===== config.mk =====
export PLATFORM = sky130hd
export DESIGN_NAME = bdio_top
export DESIGN_NICKNAME = d
export VERILOG_FILES = /design/src/bdio_pkg.sv /design/src/bdio_filt.sv /design/src/bdio_top.sv
export VERILOG_INCLUDE_DIRS = /design/src
export SDC_FILE = /design/constraint.sdc
export NUM_CORES = 1
export LEC_CHECK = 0
export BUFFER_PORTS_ARGS = -buffer_cell sky130_fd_sc_hd__buf_4
export CAP_MARGIN = 15
export CORE_MARGIN = 2
export CORE_UTILIZATION = 30
export DETAILED_ROUTE_END_ITERATION = 10
export HOLD_SLACK_MARGIN = 0.03
export PLACE_DENSITY = 0.43
export SYNTH_ARGS = -nofsm -noshare
export SYNTH_HDL_FRONTEND = slang
export SYNTH_SLANG_ARGS = --single-unit

===== constraint.sdc =====
create_clock -name clk_i -period 3 [get_ports clk_i]
set_input_delay 0.6 -clock clk_i [delete_from_list [all_inputs] [get_ports clk_i]]
set_output_delay 0.6 -clock clk_i [all_outputs]
set_load 0.005 [all_outputs]

===== src/bdio_regs.svh =====
// Register offsets, field positions, reset values and timing counts for the
// breaker discrete I/O channel block. Assumes byte addresses on a 32-bit AHB-Lite bus.
// What this block does
// - Logic runs on one board clock; every timing count derives from it.
// - One output latch holds two active-low drives, one per solenoid channel.
// - With drive off, coil test applies; coil-ready asserts when coil conducts.
// - Open coil circuit keeps that channel's coil-ready status inactive.
// - Inputs read as two buffers; low byte holds general inputs 1-8.
// - High buffer holds inputs 9-11, coil-ready, power-present, seal-in flags.
// - Three excitation sense lines read directly, outside both input buffers.
// - General inputs ignore pulses shorter than 10 ms.
// - Active input reads low and lights its indicator while active.
// - Excitation sense lines filtered and active-low like inputs, no indicator.
// - Power-present status asserts with supply present and lights its indicator.
// - Coil-ready indicator lit whenever coil-ready status is asserted.
// - On link timeout with seal-in active, output stays energized.
// - Seal-in holds output only with its switch set and supply present.
// - Seal-in indicator lit while switch enabled and seal-in voltage present.
// - Output indicator lit while that channel's drive is enabled.
// - Processor port outputs act as chip enables for buffers and latch.
// - Link-select indicator lit for receive on port A, dark for port B.
// - Transmit and receive indicators flash with link traffic.
// - Watchdog indicator lit while the watchdog is being retriggered.
// - Calibration jumper fitted suppresses NMI; removed, a latch drives NMI high.
// - On link timeout, channels without seal-in have their latch bit cleared.
// - While output on, reported coil status forced true; real status when off.
// - Command bit 0 drives channel 0, bit 1 drives channel 1; bits 2-3 coil test; others unused.
// - All excitation lines absent: images frozen, voltage-off error flag set.
`ifndef BDIO_REGS_SVH
`define BDIO_REGS_SVH

// Register byte offsets
`define BDIO_OFS_LATCH   8'h00
`define BDIO_OFS_IN_LO   8'h04
`define BDIO_OFS_IN_HI   8'h08
`define BDIO_OFS_SENSE   8'h0C
`define BDIO_OFS_CTRL    8'h10

// Latch fields
`define BDIO_LATCH_DRV0  0
`define BDIO_LATCH_DRV1  1
`define BDIO_LATCH_TST0  2
`define BDIO_LATCH_TST1  3
`define BDIO_LATCH_RST   4'h0

// Sense register fields
`define BDIO_SENSE_ERR   3

// Control register fields
`define BDIO_CTRL_PORTA  0
`define BDIO_CTRL_KICK   1
`define BDIO_CTRL_TX     2
`define BDIO_CTRL_RX     3
`define BDIO_CTRL_TMO    4

// Timing
`define BDIO_CLK_HZ      125000000
`define BDIO_FILT_MS     10
`define BDIO_WDOG_MS     1
`define BDIO_FLASH_MS    20
`define BDIO_CNT_W       22

`endif


===== src/bdio_pkg.sv =====
// Types shared by the breaker discrete I/O channel block.
// Assumes the constants header is included by the users of these types.
package bdio_pkg;

  // High input buffer image, all bits active low
  typedef struct packed {
    logic       hold1_n;
    logic       hold0_n;
    logic       supply1_n;
    logic       supply0_n;
    logic       coil1_n;
    logic       coil0_n;
    logic [2:0] gen_hi_n;
  } bdio_high_t;

  // Indicator group driven to the front panel
  typedef struct packed {
    logic [10:0] gen;
    logic [1:0]  supply;
    logic [1:0]  coil;
    logic [1:0]  hold;
    logic [1:0]  drive;
    logic        link_sel;
    logic        tx;
    logic        rx;
    logic        wdog;
  } bdio_led_t;

  typedef enum logic [0:0] {
    BDIO_BUS_IDLE  = 1'b0,
    BDIO_BUS_WDATA = 1'b1
  } bdio_bus_st_t;

endpackage


===== src/bdio_filt.sv =====
// Per-line synchroniser and stability filter for active-low field inputs.
// Assumes raw lines are asynchronous; output idles high (inactive) after reset.
`timescale 1ns/10ps
`include "bdio_regs.svh"
module bdio_filt #(
  parameter int         WIDTH = 1,
  parameter int         COUNT = 1
) (
  input  wire logic             clk_i,
  input  wire logic             nrst_i,
  input  wire logic [WIDTH-1:0] raw_i,
  output logic      [WIDTH-1:0] filt_o
);

  localparam logic [`BDIO_CNT_W-1:0] LAST = `BDIO_CNT_W'(COUNT - 1);

  genvar g;
  generate
    for (g = 0; g < WIDTH; g++) begin : g_line
      logic                   s1_q;
      logic                   s2_q;
      logic                   lvl_q;
      logic                   lvl_d;
      logic [`BDIO_CNT_W-1:0] cnt_q;
      logic [`BDIO_CNT_W-1:0] cnt_d;

      // Count while the synced level differs; accept only after full time
      always_comb begin
        lvl_d = lvl_q;
        cnt_d = '0;
        if (s2_q != lvl_q) begin
          if (cnt_q >= LAST) begin
            lvl_d = s2_q; // Short pulses restart the count before reaching here
          end else begin
            cnt_d = cnt_q + `BDIO_CNT_W'(1);
          end
        end
      end

      // First stage is read by the second stage only
      always_ff @(posedge clk_i) begin
        if (!nrst_i) begin
          s1_q  <= 1'b1;
          s2_q  <= 1'b1;
          lvl_q <= 1'b1;
          cnt_q <= '0;
        end else begin
          s1_q  <= raw_i[g];
          s2_q  <= s1_q;
          lvl_q <= lvl_d;
          cnt_q <= cnt_d;
        end
      end

      assign filt_o[g] = lvl_q;
    end
  endgenerate

endmodule


===== src/bdio_top.sv =====
// Breaker discrete I/O channel controller: output latch, coil test, input
// images, seal-in failsafe and indicators behind an AHB-Lite register slave.
// Assumes one 125 MHz clock, zero-wait single word transfers, field pins async.
//
// Design decisions made here: register access over AHB-Lite and the placing of the registers.
`timescale 1ns/10ps
`include "bdio_regs.svh"
module bdio_top
  import bdio_pkg::*;
#(
  parameter int FILT_CYC  = `BDIO_CLK_HZ / 1000 * `BDIO_FILT_MS, // One clock times all
  parameter int WDOG_CYC  = `BDIO_CLK_HZ / 1000 * `BDIO_WDOG_MS,
  parameter int FLASH_CYC = `BDIO_CLK_HZ / 1000 * `BDIO_FLASH_MS
) (
  input  wire logic        clk_i,
  input  wire logic        nrst_i,
  // AHB-Lite slave
  input  wire logic        hsel_i,
  input  wire logic [31:0] haddr_i,
  input  wire logic [1:0]  htrans_i,
  input  wire logic        hwrite_i,
  input  wire logic [2:0]  hsize_i,
  input  wire logic [31:0] hwdata_i,
  input  wire logic        hready_i,
  output logic      [31:0] hrdata_o,
  output logic             hreadyout_o,
  output logic             hresp_o,
  // Field inputs, active low unless named otherwise
  input  wire logic [10:0] gen_input_n_i,
  input  wire logic [2:0]  excite_sense_n_i,
  input  wire logic [1:0]  coil_current_n_i,
  input  wire logic [1:0]  supply_present_n_i,
  input  wire logic [1:0]  hold_supply_n_i,
  input  wire logic [1:0]  hold_enable_sw_i,
  input  wire logic        cal_jumper_i,
  // Channel outputs
  output logic             drive0_n_o,
  output logic             drive1_n_o,
  output logic [1:0]       coil_test_o,
  output logic             nmi_o,
  output logic             sel_in_lo_o,
  output logic             sel_in_hi_o,
  output logic             sel_latch_o,
  output bdio_led_t        led_o
);

  localparam logic [`BDIO_CNT_W-1:0] WDOG_LAST  = `BDIO_CNT_W'(WDOG_CYC - 1);
  localparam logic [`BDIO_CNT_W-1:0] FLASH_LAST = `BDIO_CNT_W'(FLASH_CYC - 1);
  // Blink bit follows the stretch length, so short counts still flash
  localparam int                     BLINK      = $clog2(FLASH_CYC) - 3;

  // Filtered and synchronised field lines
  logic [13:0] slow_filt;
  logic [7:0]  fast_filt;
  logic [10:0] gen_f;
  logic [2:0]  sense_f;
  logic [1:0]  coil_f;
  logic [1:0]  supply_f;
  logic [1:0]  hsup_f;
  logic [1:0]  hsw_f;
  logic        jumper_f;

  // General inputs and excitation lines share the long filter
  bdio_filt #(.WIDTH(14), .COUNT(FILT_CYC)) u_slow (
    .clk_i  (clk_i),
    .nrst_i (nrst_i),
    .raw_i  ({excite_sense_n_i, gen_input_n_i}),
    .filt_o (slow_filt)
  );

  // Status lines only need synchronising; a one-cycle count passes them through
  bdio_filt #(.WIDTH(9), .COUNT(1)) u_fast (
    .clk_i  (clk_i),
    .nrst_i (nrst_i),
    .raw_i  ({cal_jumper_i, ~hold_enable_sw_i, hold_supply_n_i,
              supply_present_n_i, coil_current_n_i}),
    .filt_o ({jumper_f, fast_filt})
  );

  assign gen_f    = slow_filt[10:0];
  assign sense_f  = slow_filt[13:11];
  assign coil_f   = fast_filt[1:0];
  assign supply_f = fast_filt[3:2];
  assign hsup_f   = fast_filt[5:4];
  assign hsw_f    = ~fast_filt[7:6];

  // Bus state
  bdio_bus_st_t st_q;
  bdio_bus_st_t st_d;
  logic [7:0]   waddr_q;
  logic [7:0]   waddr_d;
  logic [31:0]  rdata_q;
  logic [31:0]  rdata_d;
  logic [2:0]   sel_q;
  logic [2:0]   sel_d;

  // Channel state
  logic [3:0]   latch_q;
  logic [3:0]   latch_d;
  logic         porta_q;
  logic         porta_d;
  logic         err_q;
  logic         err_d;
  logic [7:0]   img_lo_q;
  logic [7:0]   img_lo_d;
  bdio_high_t   img_hi_q;
  bdio_high_t   img_hi_d;
  logic         nmi_q;
  logic         nmi_d;
  logic [1:0]   test_q;
  logic [1:0]   test_d;
  bdio_led_t    led_q;
  bdio_led_t    led_d;
  logic [`BDIO_CNT_W-1:0] wdog_q;
  logic [`BDIO_CNT_W-1:0] wdog_d;
  logic [`BDIO_CNT_W-1:0] tx_q;
  logic [`BDIO_CNT_W-1:0] tx_d;
  logic [`BDIO_CNT_W-1:0] rx_q;
  logic [`BDIO_CNT_W-1:0] rx_d;

  // Live status values
  logic        addr_ok;
  logic        wr_ctrl;
  logic        wr_latch;
  logic        wr_sense;
  logic [1:0]  drive_on;
  logic [1:0]  hold_on;
  logic [1:0]  coil_rdy_n;
  logic        sense_lost;

  // Seal-in is active only with its switch set and supply present
  assign hold_on  = hsw_f & ~hsup_f;
  assign drive_on = latch_q[1:0];

  // Coil conducts only while test applied with drive off; open coil stays high
  // An energized channel reports coil true to avoid false alarms
  assign coil_rdy_n = ~((test_q & coil_f ^ test_q) | drive_on);

  // All three lines absent means no interrogation voltage
  assign sense_lost = &sense_f;

  assign addr_ok  = hsel_i && htrans_i[1] && hready_i;
  assign wr_latch = (st_q == BDIO_BUS_WDATA) && (waddr_q == `BDIO_OFS_LATCH);
  assign wr_sense = (st_q == BDIO_BUS_WDATA) && (waddr_q == `BDIO_OFS_SENSE);
  assign wr_ctrl  = (st_q == BDIO_BUS_WDATA) && (waddr_q == `BDIO_OFS_CTRL);

  // Read mux over the register map; unmapped words read zero
  function automatic logic [31:0] rd_mux(input logic [7:0] a);
    logic [31:0] r;
    r = 32'h0000_0000;
    if (a == `BDIO_OFS_LATCH) begin
      r[3:0] = latch_q;
    end else if (a == `BDIO_OFS_IN_LO) begin
      r[7:0] = img_lo_q; // Low buffer: inputs 1-8
    end else if (a == `BDIO_OFS_IN_HI) begin
      r[8:0] = img_hi_q; // High buffer: remaining nine flags
    end else if (a == `BDIO_OFS_SENSE) begin
      r[2:0] = sense_f;  // Direct excitation lines, not in the buffers
      r[`BDIO_SENSE_ERR] = err_q;
    end else if (a == `BDIO_OFS_CTRL) begin
      r[`BDIO_CTRL_PORTA] = porta_q;
    end
    return r;
  endfunction

  // Chip-enable decode, shared by the select pulses
  function automatic logic [2:0] ce_dec(input logic [7:0] a);
    logic [2:0] c;
    c = 3'h0;
    if (a == `BDIO_OFS_IN_LO) begin
      c = 3'h1;
    end else if (a == `BDIO_OFS_IN_HI) begin
      c = 3'h2;
    end else if (a == `BDIO_OFS_LATCH) begin
      c = 3'h4;
    end
    return c;
  endfunction

  // Bus slave: address phase captured, writes applied in the data phase.
  // Read data is taken at the address edge so every answer is zero-wait.
  always_comb begin
    st_d    = BDIO_BUS_IDLE;
    waddr_d = waddr_q;
    rdata_d = rdata_q;
    sel_d   = 3'h0;
    if (addr_ok) begin
      waddr_d = haddr_i[7:0];
      sel_d   = ce_dec(haddr_i[7:0]); // Select pulse per buffer or latch access
      if (hwrite_i) begin
        st_d = BDIO_BUS_WDATA;
      end else begin
        rdata_d = rd_mux(haddr_i[7:0]);
      end
    end
  end

  always_ff @(posedge clk_i) begin
    if (!nrst_i) begin
      st_q    <= BDIO_BUS_IDLE;
      waddr_q <= 8'h00;
      rdata_q <= 32'h0000_0000;
      sel_q   <= 3'h0;
    end else begin
      st_q    <= st_d;
      waddr_q <= waddr_d;
      rdata_q <= rdata_d;
      sel_q   <= sel_d;
    end
  end

  // Latch, images, error flag and control bits
  always_comb begin
    latch_d  = latch_q;
    porta_d  = porta_q;
    err_d    = err_q;
    img_lo_d = img_lo_q;
    img_hi_d = img_hi_q;
    if (wr_latch) begin
      latch_d = hwdata_i[3:0]; // Bit 0 channel 0, bit 1 channel 1
    end
    if (wr_ctrl) begin
      porta_d = hwdata_i[`BDIO_CTRL_PORTA];
      if (hwdata_i[`BDIO_CTRL_TMO]) begin
        // Timeout: keep sealed-in channels, drop the rest
        latch_d[1:0] = latch_d[1:0] & hold_on;
      end
    end
    // Error clears by writing one; a new loss in the same cycle wins
    if (wr_sense && hwdata_i[`BDIO_SENSE_ERR]) begin
      err_d = 1'b0;
    end
    if (sense_lost) begin
      err_d = 1'b1;
    end else begin
      // Images refresh only with interrogation voltage present
      img_lo_d = gen_f[7:0]; // Active input reads low
      img_hi_d.gen_hi_n = gen_f[10:8];
      img_hi_d.coil0_n  = coil_rdy_n[0];
      img_hi_d.coil1_n  = coil_rdy_n[1];
      img_hi_d.supply0_n = supply_f[0];
      img_hi_d.supply1_n = supply_f[1];
      img_hi_d.hold0_n  = ~hold_on[0];
      img_hi_d.hold1_n  = ~hold_on[1];
    end
  end

  // Reset leaves both drives and both coil tests off
  always_ff @(posedge clk_i) begin
    if (!nrst_i) begin
      latch_q  <= `BDIO_LATCH_RST;
      porta_q  <= 1'b0;
      err_q    <= 1'b0;
      img_lo_q <= 8'hFF;
      img_hi_q <= 9'h1FF;
    end else begin
      latch_q  <= latch_d;
      porta_q  <= porta_d;
      err_q    <= err_d;
      img_lo_q <= img_lo_d;
      img_hi_q <= img_hi_d;
    end
  end

  // Activity stretchers: watchdog kick and link traffic pulses
  always_comb begin
    wdog_d = (wdog_q != '0) ? wdog_q - `BDIO_CNT_W'(1) : wdog_q;
    tx_d   = (tx_q != '0) ? tx_q - `BDIO_CNT_W'(1) : tx_q;
    rx_d   = (rx_q != '0) ? rx_q - `BDIO_CNT_W'(1) : rx_q;
    if (wr_ctrl && hwdata_i[`BDIO_CTRL_KICK]) begin
      wdog_d = WDOG_LAST; // Lit while kicks keep arriving
    end
    if (wr_ctrl && hwdata_i[`BDIO_CTRL_TX]) begin
      tx_d = FLASH_LAST;
    end
    if (wr_ctrl && hwdata_i[`BDIO_CTRL_RX]) begin
      rx_d = FLASH_LAST;
    end
  end

  always_ff @(posedge clk_i) begin
    if (!nrst_i) begin
      wdog_q <= '0;
      tx_q   <= '0;
      rx_q   <= '0;
    end else begin
      wdog_q <= wdog_d;
      tx_q   <= tx_d;
      rx_q   <= rx_d;
    end
  end

  // Output flops: coil test, NMI latch and indicators
  always_comb begin
    // Test never applied to an energized channel, whatever software asks
    // Taken from the next latch value so test and drive switch on one edge
    test_d = latch_d[`BDIO_LATCH_TST1:`BDIO_LATCH_TST0] & ~latch_d[1:0];
    // Fitted jumper reads high here and holds NMI low
    nmi_d  = jumper_f ? 1'b0 : 1'b1;
    led_d.gen      = ~gen_f;       // Lit while input active
    led_d.supply   = ~supply_f;
    led_d.coil     = ~coil_rdy_n;
    led_d.hold     = hold_on;
    led_d.drive    = drive_on;
    led_d.link_sel = porta_q;
    led_d.tx       = (tx_q != '0) && tx_q[BLINK];
    led_d.rx       = (rx_q != '0) && rx_q[BLINK];
    led_d.wdog     = (wdog_q != '0);
  end

  always_ff @(posedge clk_i) begin
    if (!nrst_i) begin
      test_q <= 2'h0;
      nmi_q  <= 1'b0;
      led_q  <= '0;
    end else begin
      test_q <= test_d;
      nmi_q  <= nmi_d;
      led_q  <= led_d;
    end
  end

  // Drives are the inverted latch bits, so a set bit pulls the line low
  logic [1:0] drv_n_q;
  always_ff @(posedge clk_i) begin
    if (!nrst_i) begin
      drv_n_q <= 2'h3;
    end else begin
      drv_n_q <= ~latch_d[1:0];
    end
  end

  // Response is always OKAY and the slave never stalls
  logic ready_q;
  logic resp_q;
  always_ff @(posedge clk_i) begin
    if (!nrst_i) begin
      ready_q <= 1'b1;
      resp_q  <= 1'b0;
    end else begin
      ready_q <= 1'b1;
      resp_q  <= 1'b0;
    end
  end

  assign hrdata_o    = rdata_q;
  assign hreadyout_o = ready_q;
  assign hresp_o     = resp_q;
  assign drive0_n_o  = drv_n_q[0];
  assign drive1_n_o  = drv_n_q[1];
  assign coil_test_o = test_q;
  assign nmi_o       = nmi_q;
  assign sel_in_lo_o = sel_q[0];
  assign sel_in_hi_o = sel_q[1];
  assign sel_latch_o = sel_q[2];
  assign led_o       = led_q;

endmodule


Word-level counts from Yosys, hierarchy flattened
Index checks and enable logic that the tools add are counted.
{ "classes": {"add_sub_neg": 26, "reduce_logical": 74, "muxes": 25, "magnitude_cmp": 23, "eq_ne": 29, "n_bitwise": 42} }
{ "ops": {"columns": ["operator", "n"], "rows": [
  ["$add 22x1->22 const B", 23],
  ["$ge 22x21->1 const B", 14],
  ["$ge 22x1->1 const B", 9],
  ["$mux 22", 4],
  ["$reduce_or 3->1", 24],
  ["$reduce_bool 22->1", 3],
  ["$sub 22x1->22 const B", 3],
  ["$reduce_and 2->1", 25],
  ["$mux 17", 2],
  ["$not 1->1", 28],
  ["$eq 8x4->1 const B", 3],
  ["$ne 1x1->1", 23],
  ["$eq 8x5->1 const B", 2],
  ["$logic_not 8->1", 2],
  ["$not 2->2", 7],
  ["$mux 4", 3],
  ["$logic_and 1x1->1", 11],
  ["$not 11->11", 1],
  ["$mux 5", 2],
  ["$and 2x2->2", 4],
  ["$eq 8x3->1 const B", 1],
  ["$mux 1", 8],
  ["$mux 8", 1],
  ["$reduce_bool 2->1", 4],
  ["other kinds (7)", 12]
]} }
{ "word_totals": {"out_inout_bits": 65, "elab_cells": 346, "ff_bits": 713} }

Longest topological paths before layout
Gate-level depths: netlist (run 1).
{ "depth": {"ltp_word": 8, "depth_mapped": 8, "depth_no_buf": 7} }

Cells and area by module
From an unflattened synthesis (run 1), not the netlist that was laid out.
{ "unflattened": {"hier_cells": 2506, "area_unflattened_um2": 22322.7} }
{ "by_module_without_submodules": {"columns": ["mod", "n_inst", "area_each_um2", "seq_area_each_um2", "cells_per_inst"], "rows": [
  ["bdio_filt at u_slow", 1, 15501.1, 7006.7, 1757],
  ["bdio_top", 1, 6027.0, 2762.6, 684],
  ["bdio_filt at u_fast", 1, 794.5, 540.5, 65]
]} }

Worst setup path after synthesis (run 1)
No wires, ideal clock.
{ "synth_timing": {"kind": "register -> register", "start": "register tx_q[8]", "end": "register tx_q[1]", "setup_slack_ns": 0.666, "required_time_ns": 2.930, "path_stages_with_launch": 7, "setup_ns": 0.070, "arrival_time_ns": 2.264, "period_less_slack_ns": 2.334, "cell_sequence": "dfxtp_1 or4_4 or4_4 buf_6 nor3_1 mux2_2 a21oi_1"} }
{ "synth_via": {"elab_chain_cells": 2} }
{ "synth_lines": {"columns": ["element", "line", "source"], "rows": [
  ["start, declared", "bdio_top.sv:116", "logic [`BDIO_CNT_W-1:0] tx_q;"],
  ["start signal, assigned", "bdio_top.sv:288", "tx_q <= tx_d;"],
  ["$reduce_bool 22->1", "bdio_top.sv:268", "tx_d = (tx_q != '0) ? tx_q - `BDIO_CNT_W'(1) : tx_q;"],
  ["$reduce_bool 2->1 (no source line)", null, null]
]} }
Every way passes these cells.
A chain may end at the register's enable or synchronous reset.

Final worst setup path (run 1)
{ "layout_timing": {"start": "register wdog_q[11]", "end": "register wdog_q[1]"} }
{ "layout_via": {"elab_chain_cells": 2} }
{ "layout_lines": {"columns": ["element", "line", "source"], "rows": [
  ["start, declared", "bdio_top.sv:114", "logic [`BDIO_CNT_W-1:0] wdog_q;"],
  ["start signal, assigned", "bdio_top.sv:287", "wdog_q <= wdog_d;"],
  ["$reduce_bool 22->1", "bdio_top.sv:267", "wdog_d = (wdog_q != '0) ? wdog_q - `BDIO_CNT_W'(1) : wdog_q;"],
  ["$reduce_bool 2->1 (no source line)", null, null]
]} }
Every way passes these cells.

==> results of run 1 <==
[power by group]
group / total [uW] / switching (uW) / internal (uW)
sequential: 7780 / 454 / 7330
combinational: 3480 / 1920 / 1560
clock: 7290 / 2880 / 4410
total: 18600 / 5260 / 13300
[synthesized netlist by cell type (7+ instances only)]
master and number:
dfxtp_1 515, a21oi_1 60, ha_1 20, a31oi_1 25, nor2b_1 8, xor2_1 106, o211ai_1 7, nand4_1 67
nand2b_1 63, and2_1 24, o2111ai_1 8, or3_1 32, a2111o_1 8, a211oi_1 17, xnor2_1 186, mux2i_1 14
nor4_1 36, o21a_1 8, clkbuf_1 78, buf_4 25, or4_1 23, and4_1 20, nand2_1 174, nor2_1 437
or2_2 11, nor3_1 82, nand3_1 111, o31ai_1 12, o21ai_0 29, inv_1 76, and3_1 38, a211o_1 10
[cells by family (layout without fill, tap and decap cells)]
group | count (synthesis) | in the layout | share of synthesized area [%]
and+or+nand+nor | 1158 | 1158 | 26.3
other | 2 | 39 | 0.0350
DFF | 515 | 515 | 48.0
muxes | 19 | 19 | 0.967
AOI/OAI and AO/OA | 243 | 243 | 7.95
xor gates and xnor gates | 292 | 292 | 11.9
adders and majority gates | 20 | 20 | 1.16
buffers and inverters | 183 | 293 | 3.67
[per-layer routing]
| metal | vias up | part of all wire [%] |
|---|---|---|
| met3 | 74 | 4.1 |
| met5 | - | 0 |
| li1 | 8505 | - |
| met2 | 226 | 44 |
| met4 | 0 | 2.3 |
| met1 | 7704 | 50 |
[path summary, 6_finish.rpt]
path,start,end,slack [ns]
min reg2reg,u_fast.g_line[8].lvl_q,nmi_o,0.39
min,hold_enable_sw_i[0],u_fast.g_line[6].s1_q,0.15
max,wdog_q[11],wdog_q[1],0.52
max reg2reg,wdog_q[11],wdog_q[1],0.52
[stage by stage]
stage	cells	area [um2]	setup slack (ns)	hold WS, ns	total power, uW
floorplan	2469	21600	0.666	0.368	10500
global placement	3424	23200	0.599	0.377	11400
detailed placement	3424	23200	0.560	0.382	11400
CTS	3529	25200	0.539	0.0916	18900
global route	3529	25200	0.355	0.113	19700
finish	3529	25200	0.521	0.147	18600
[registers in the layout, indices dropped and copies added, names as in the netlist, 14 cells and up]
signal / flops
led_o: 23
u_slow.g_line.s1_q: 14
u_slow.g_line.cnt_q: 308
u_slow.g_line.s2_q: 14
rx_q: 22
tx_q: 22
wdog_q: 22
u_slow.g_line.lvl_q: 14
[worst reg2reg max path: stages (launching register included)]
cell and delay (ns):
dfxtp_1 0.33, or4_1 0.63, or3_1 0.38, and4b_1 0.54
mux2_2 0.39, a21oi_1 0.13
[final cells by class]
class | count | area, um2 | area share (%)
flip-flops and latches | 515 | 10300 | 41.0
clock inverters | 21 | 253 | 1.00
inverters | 76 | 287 | 1.14
clock buffers | 84 | 1730 | 6.88
repair buffers | 112 | 866 | 3.44
multi-input cells | 1771 | 10500 | 41.8
well taps | 950 | 1190 | 4.72
==> out/results.ini, run 1 <==
[synthesis]
synth.area.top_cells = dfxtp_1 48%, nor2_1 7.6%, xnor2_1 7.6%
synth_edf_count = 0
synth-async-reset-ratio_pct = 0
ys_ff_latch = 515
netlist_instances = 2432
synth_area_um2 = 21500
synth_warnings = 0
seq_area_frac_synth_pct = 48.0
yosysTopAreaCellShare_pct = 48.0
synth.distinct_cells = 71
synth_area_leader_cell = dfxtp_1
syn_area_per_cell_um2 = 8.83
synth-main-ff-cell = dfxtp_1

[sta]
setup_tns_ns = 0
max_freq_mhz = 403
slew_violations = 0
slew-limit-headroom_pct = 51.0
tightest_slew_ns = 0.728
final.period_utilization_pct = 82.6
setup_viol = 0
hold_violations = 0
fin_crit_ns = 2.48
finClkSkew_ns = 0.0275
rsz0062_at_grt = no

[placement]
io_buffers = 81
place_congestion = 0.770
dp_hpwl_um = 32300

[power_and_ir_drop]
irDropWorstVdd_uv = 554
power.static_leakage_uw = 0.00869
powerDensity_nw_per_um2 = 738

[worst_setup_path]
slowest_stage = or4_1
crit_type = flip-flop to flip-flop
cpPeakStageDelay_ns = 0.63
r2r_cells = 5
required_ns = 3.54
crit_fanout = 9
path_delay_family = simple AND/OR/NAND/NOR gates
crit_buf_inv = 0
worstPathArrival_ns = 3.02
endpoint_kind = flip-flop
cp-start-kind = flip-flop
crit_cells = 5
path_cells = or4_1 -> or3_1 -> and4b_1 -> mux2_2 -> a21oi_1

[die]
dieWidth_um = 272
ioPinCount = 162
die_area_um2 = 73800
start_util_pct = 30.2
num_rows = 98
die_y_um = 272
coreArea_um2 = 71200

[clock_network]
cts_max_level = 2
ctsHoldBuffers = 0
clk_latency_ns = 0.61
ctsLongestPathBuffers = 3
cts-buffers-inserted = 59
clkSlewWorstSetupHoldPaths_ns = 0.06
post-cts-setup-buffers = 0
cts-root-buf = clkbuf_16
cts_tree = built
ctsResizeCount = 0
cts.sinks = 515

[drt]
wl_per_cell_um = 13.4
drc = 0
first_pass_iters = 6
ant_nets = 0
wl_um = 47400
viasPerCell = 4.68
via_count = 16500
drtIter0Drc = 816

[worst_hold_path]
hold_class = primary input to flip-flop
hold_depth = 2

[finish]
syn2layout_area_growth_pct = 17.1
insertedDiodeCount = 0
fin_util_pct = 35.3
nNetsFinal = 2652
final_layout_size_suffix_gt1_share_pct = 9.15
final_common_cell = dfxtp_1
final_cell_mix = 515 x dfxtp_1, 437 x nor2_1, 186 x xnor2_1
fill_cells = 7273

[grt]
use_met1_pct = 17.5
track_usage_pct = 12.8
gr-total-overflow = 0
antenna_found_initial = 0
grtUsageMet3_pct = 2.34
grt_max_degree = 60
grt_pass1_vias = 15900
grt.met2_usage_pct = 20.4
grt_pass1_wl_um = 80000
busiest_layer = met2

[outcome]
outcome = completed

[job]
maxCapViolCount = 0

No activity file was read; power rests on OpenSTA's default activity.
==> run 2: changes to the inputs <==
Settings changed: PLACE_DENSITY 0.43 to 0.44.
Clock period 3 ns to 2.04 ns, I/O delays scaled along.
==> out/results.ini, run 2 (synthesis gave the netlist of run 1 again) <==
[outcome]
outcome = complete, but fails checks  ; was completed
violations = setup timing

[grt]
track_usage_pct = 13.1  ; was 12.8%
gr-total-overflow = 0  ; unchanged
grt_pass1_wl_um = 81600  ; was 80000 um
grt_pass1_vias = 16500  ; was 15900
antenna_found_initial = 0  ; unchanged
grt_max_degree = 40  ; was 60

[sta]
max_freq_mhz = 444  ; was 403 MHz
rsz0062_at_grt = yes  ; was no
finClkSkew_ns = 0.0272  ; was 0.0275 ns
fin_crit_ns = 2.25  ; was 2.48 ns
hold_violations = 0  ; unchanged
setup_tns_ns = -1.85  ; was 0 ns
final.period_utilization_pct = 110  ; was 82.6%
setup_slack_ns = -0.212  ; was 0.521 ns
setup_viol = 22  ; was 0
tightest_slew_ns = 0.605  ; was 0.728 ns
slew_violations = 0  ; unchanged
slew-limit-headroom_pct = 59.3  ; was 51.0%

[clock_network]
cts-buffers-inserted = 58  ; was 59
cts_tree = built  ; unchanged
clk_latency_ns = 0.62  ; was 0.61 ns
cts.sinks = 515  ; unchanged
clkSlewWorstSetupHoldPaths_ns = 0.06  ; about the same
cts_max_level = 2  ; unchanged
cts-root-buf = clkbuf_16  ; unchanged
ctsLongestPathBuffers = 3  ; unchanged

[placement]
place_congestion = 0.763  ; was 0.770
io_buffers = 81  ; unchanged
dpl_worst_slack_ns = -0.247  ; was 0.560 ns
dp_hpwl_um = 34000  ; was 32300 um
dp_cells = 3534  ; was 3424

[finish]
fin_util_pct = 37.8  ; was 35.3%
largest_register = u_slow.g_line.cnt_q  ; unchanged
final_layout_size_suffix_gt1_share_pct = 16.1  ; was 9.15%
syn2layout_area_growth_pct = 25.5  ; was 17.1%
fill_cells = 7125  ; was 7273
final_common_cell = dfxtp_1  ; unchanged
seq_area_um2 = 10300  ; about the same
final_cells = 3680  ; was 3529
largest_register_ffs = 308  ; unchanged
insertedDiodeCount = 0  ; unchanged
multi_input_area_um2 = 11100  ; was 10500 um2
nNetsFinal = 2800  ; was 2652
final_cell_mix = 511 x dfxtp_1, 434 x nor2_1, 212 x buf_4  ; was 515 x dfxtp_1, 437 x nor2_1, 186 x xnor2_1

[drt]
first_pass_iters = 4  ; was 6
wl_um = 49100  ; was 47400 um
viasPerCell = 4.64  ; was 4.68
wl_per_cell_um = 13.4  ; about the same
drtIter0Drc = 789  ; was 816
via_count = 17100  ; was 16500
ant_nets = 0  ; unchanged
drc = 0  ; unchanged

[worst_setup_path]
crit_fanout = 4  ; was 9
timing.rr.end = tx_q[15]  ; was wdog_q[1]
reg2reg_from = tx_q[3]  ; was wdog_q[11]
crit_type = flip-flop to flip-flop  ; unchanged
required_ns = 2.60  ; was 3.54 ns
worstPathArrival_ns = 2.81  ; was 3.02 ns
reg2reg_setup_slack_ns = -0.21  ; was 0.52 ns
endpoint_kind = flip-flop  ; unchanged
cp-start-kind = flip-flop  ; unchanged
r2r_cells = 5  ; unchanged

[die]
ioPinCount = 162  ; unchanged
coreArea_um2 = 71200  ; unchanged
num_rows = 98  ; unchanged
die_area_um2 = 73800  ; unchanged
start_util_pct = 30.2  ; unchanged
die_y_um = 272  ; unchanged
dieWidth_um = 272  ; unchanged

[worst_hold_path]
hold_class = primary input to flip-flop  ; unchanged
hold_depth = 3  ; was 2
min_from = hwdata_i[4]  ; was hold_enable_sw_i[0]
min_delay_worst_endpoint = drv_n_q[0]  ; was u_fast.g_line[6].s1_q

[job]
maxCapViolCount = 0  ; unchanged

[power_and_ir_drop]
powerDensity_nw_per_um2 = 1120  ; was 738 nW/um2
irDropWorstVdd_uv = 782  ; was 554 uV
power.static_leakage_uw = 0.00953  ; was 0.00869 uW

[run 2: cell types whose count changed in the layout (fill, tap and decap cells not counted), sizes merged]
cell	previous run	this run
bufinv	5	4
dlygate4sd3	0	30
clkbuf	84	87
buf	112	231
clkinv	16	13
clkinvlp	0	2
inv	76	77
[run 2: cell type report]
class | instances | share of cell area [%]
clock buffers | 87 | 6.42
inverters | 76 | 1.06
multi-input cells | 1771 | 41.0
clock inverters | 20 | 0.845
repair buffers | 261 | 8.01
flip-flops and latches | 515 | 38.3
well taps | 950 | 4.41
[run 2: routing by layer]
layer / part of all wire, % / wire length (um) / global-route usage (%) / up-vias
li1: - / - / - / 8800
met1: 50 / 24600 / 18.0 / 7958
met2: 44 / 21500 / 20.9 / 235
met3: 3.9 / 1910 / 2.30 / 73
met4: 2.3 / 1150 / 3.86 / 0
met5: 0 / 0 / 0 / -
[run 2: critical path, cell delays in order (launching register included)]
cell     delay (ns)
dfxtp_1        0.31
or4_4          0.54
or4_4          0.52
or3_1          0.34
or4_1          0.42
nand2_1        0.08
[run 2: stage by stage]
step / instance area, um2 / power [uW] / hold WS [ns]
floorplan: 21700 / 15800 / 0.368
global placement: 24100 / 18000 / 0.379
detailed placement: 24100 / 18100 / 0.386
CTS: 26700 / 30000 / 0.0306
global route: 27000 / 32000 / 0.0613
finish: 27000 / 30300 / 0.0829
[run 2: report_power, final]
| group | switching, uW | internal (uW) |
|---|---|---|
| registers | 640 | 10800 |
| logic | 4090 | 4200 |
| clock network | 4260 | 6350 |
| total | 8990 | 21300 |
[run 2: worst max path at each step]
| stage | start | end | slack (ns) |
|---|---|---|---|
| after floorplan | tx_q[11] | tx_q[15] | -0.24 |
| after global routing | tx_q[3] | tx_q[18] | -0.28 |
| after global placement | tx_q[11] | tx_q[17] | -0.26 |
| final | tx_q[3] | tx_q[15] | -0.21 |
| after CTS | tx_q[3] | tx_q[15] | -0.21 |
| after detailed placement | tx_q[11] | tx_q[17] | -0.25 |
[run 2: timing repair]
item,in CTS,in global routing
endpoints found under the setup margin,53,253
cloned,0,1
hold buffers,30,0
pin swaps,22,47
buffers inserted,7,4
hold endpoints to repair,30,0
gates resized for setup,46,69
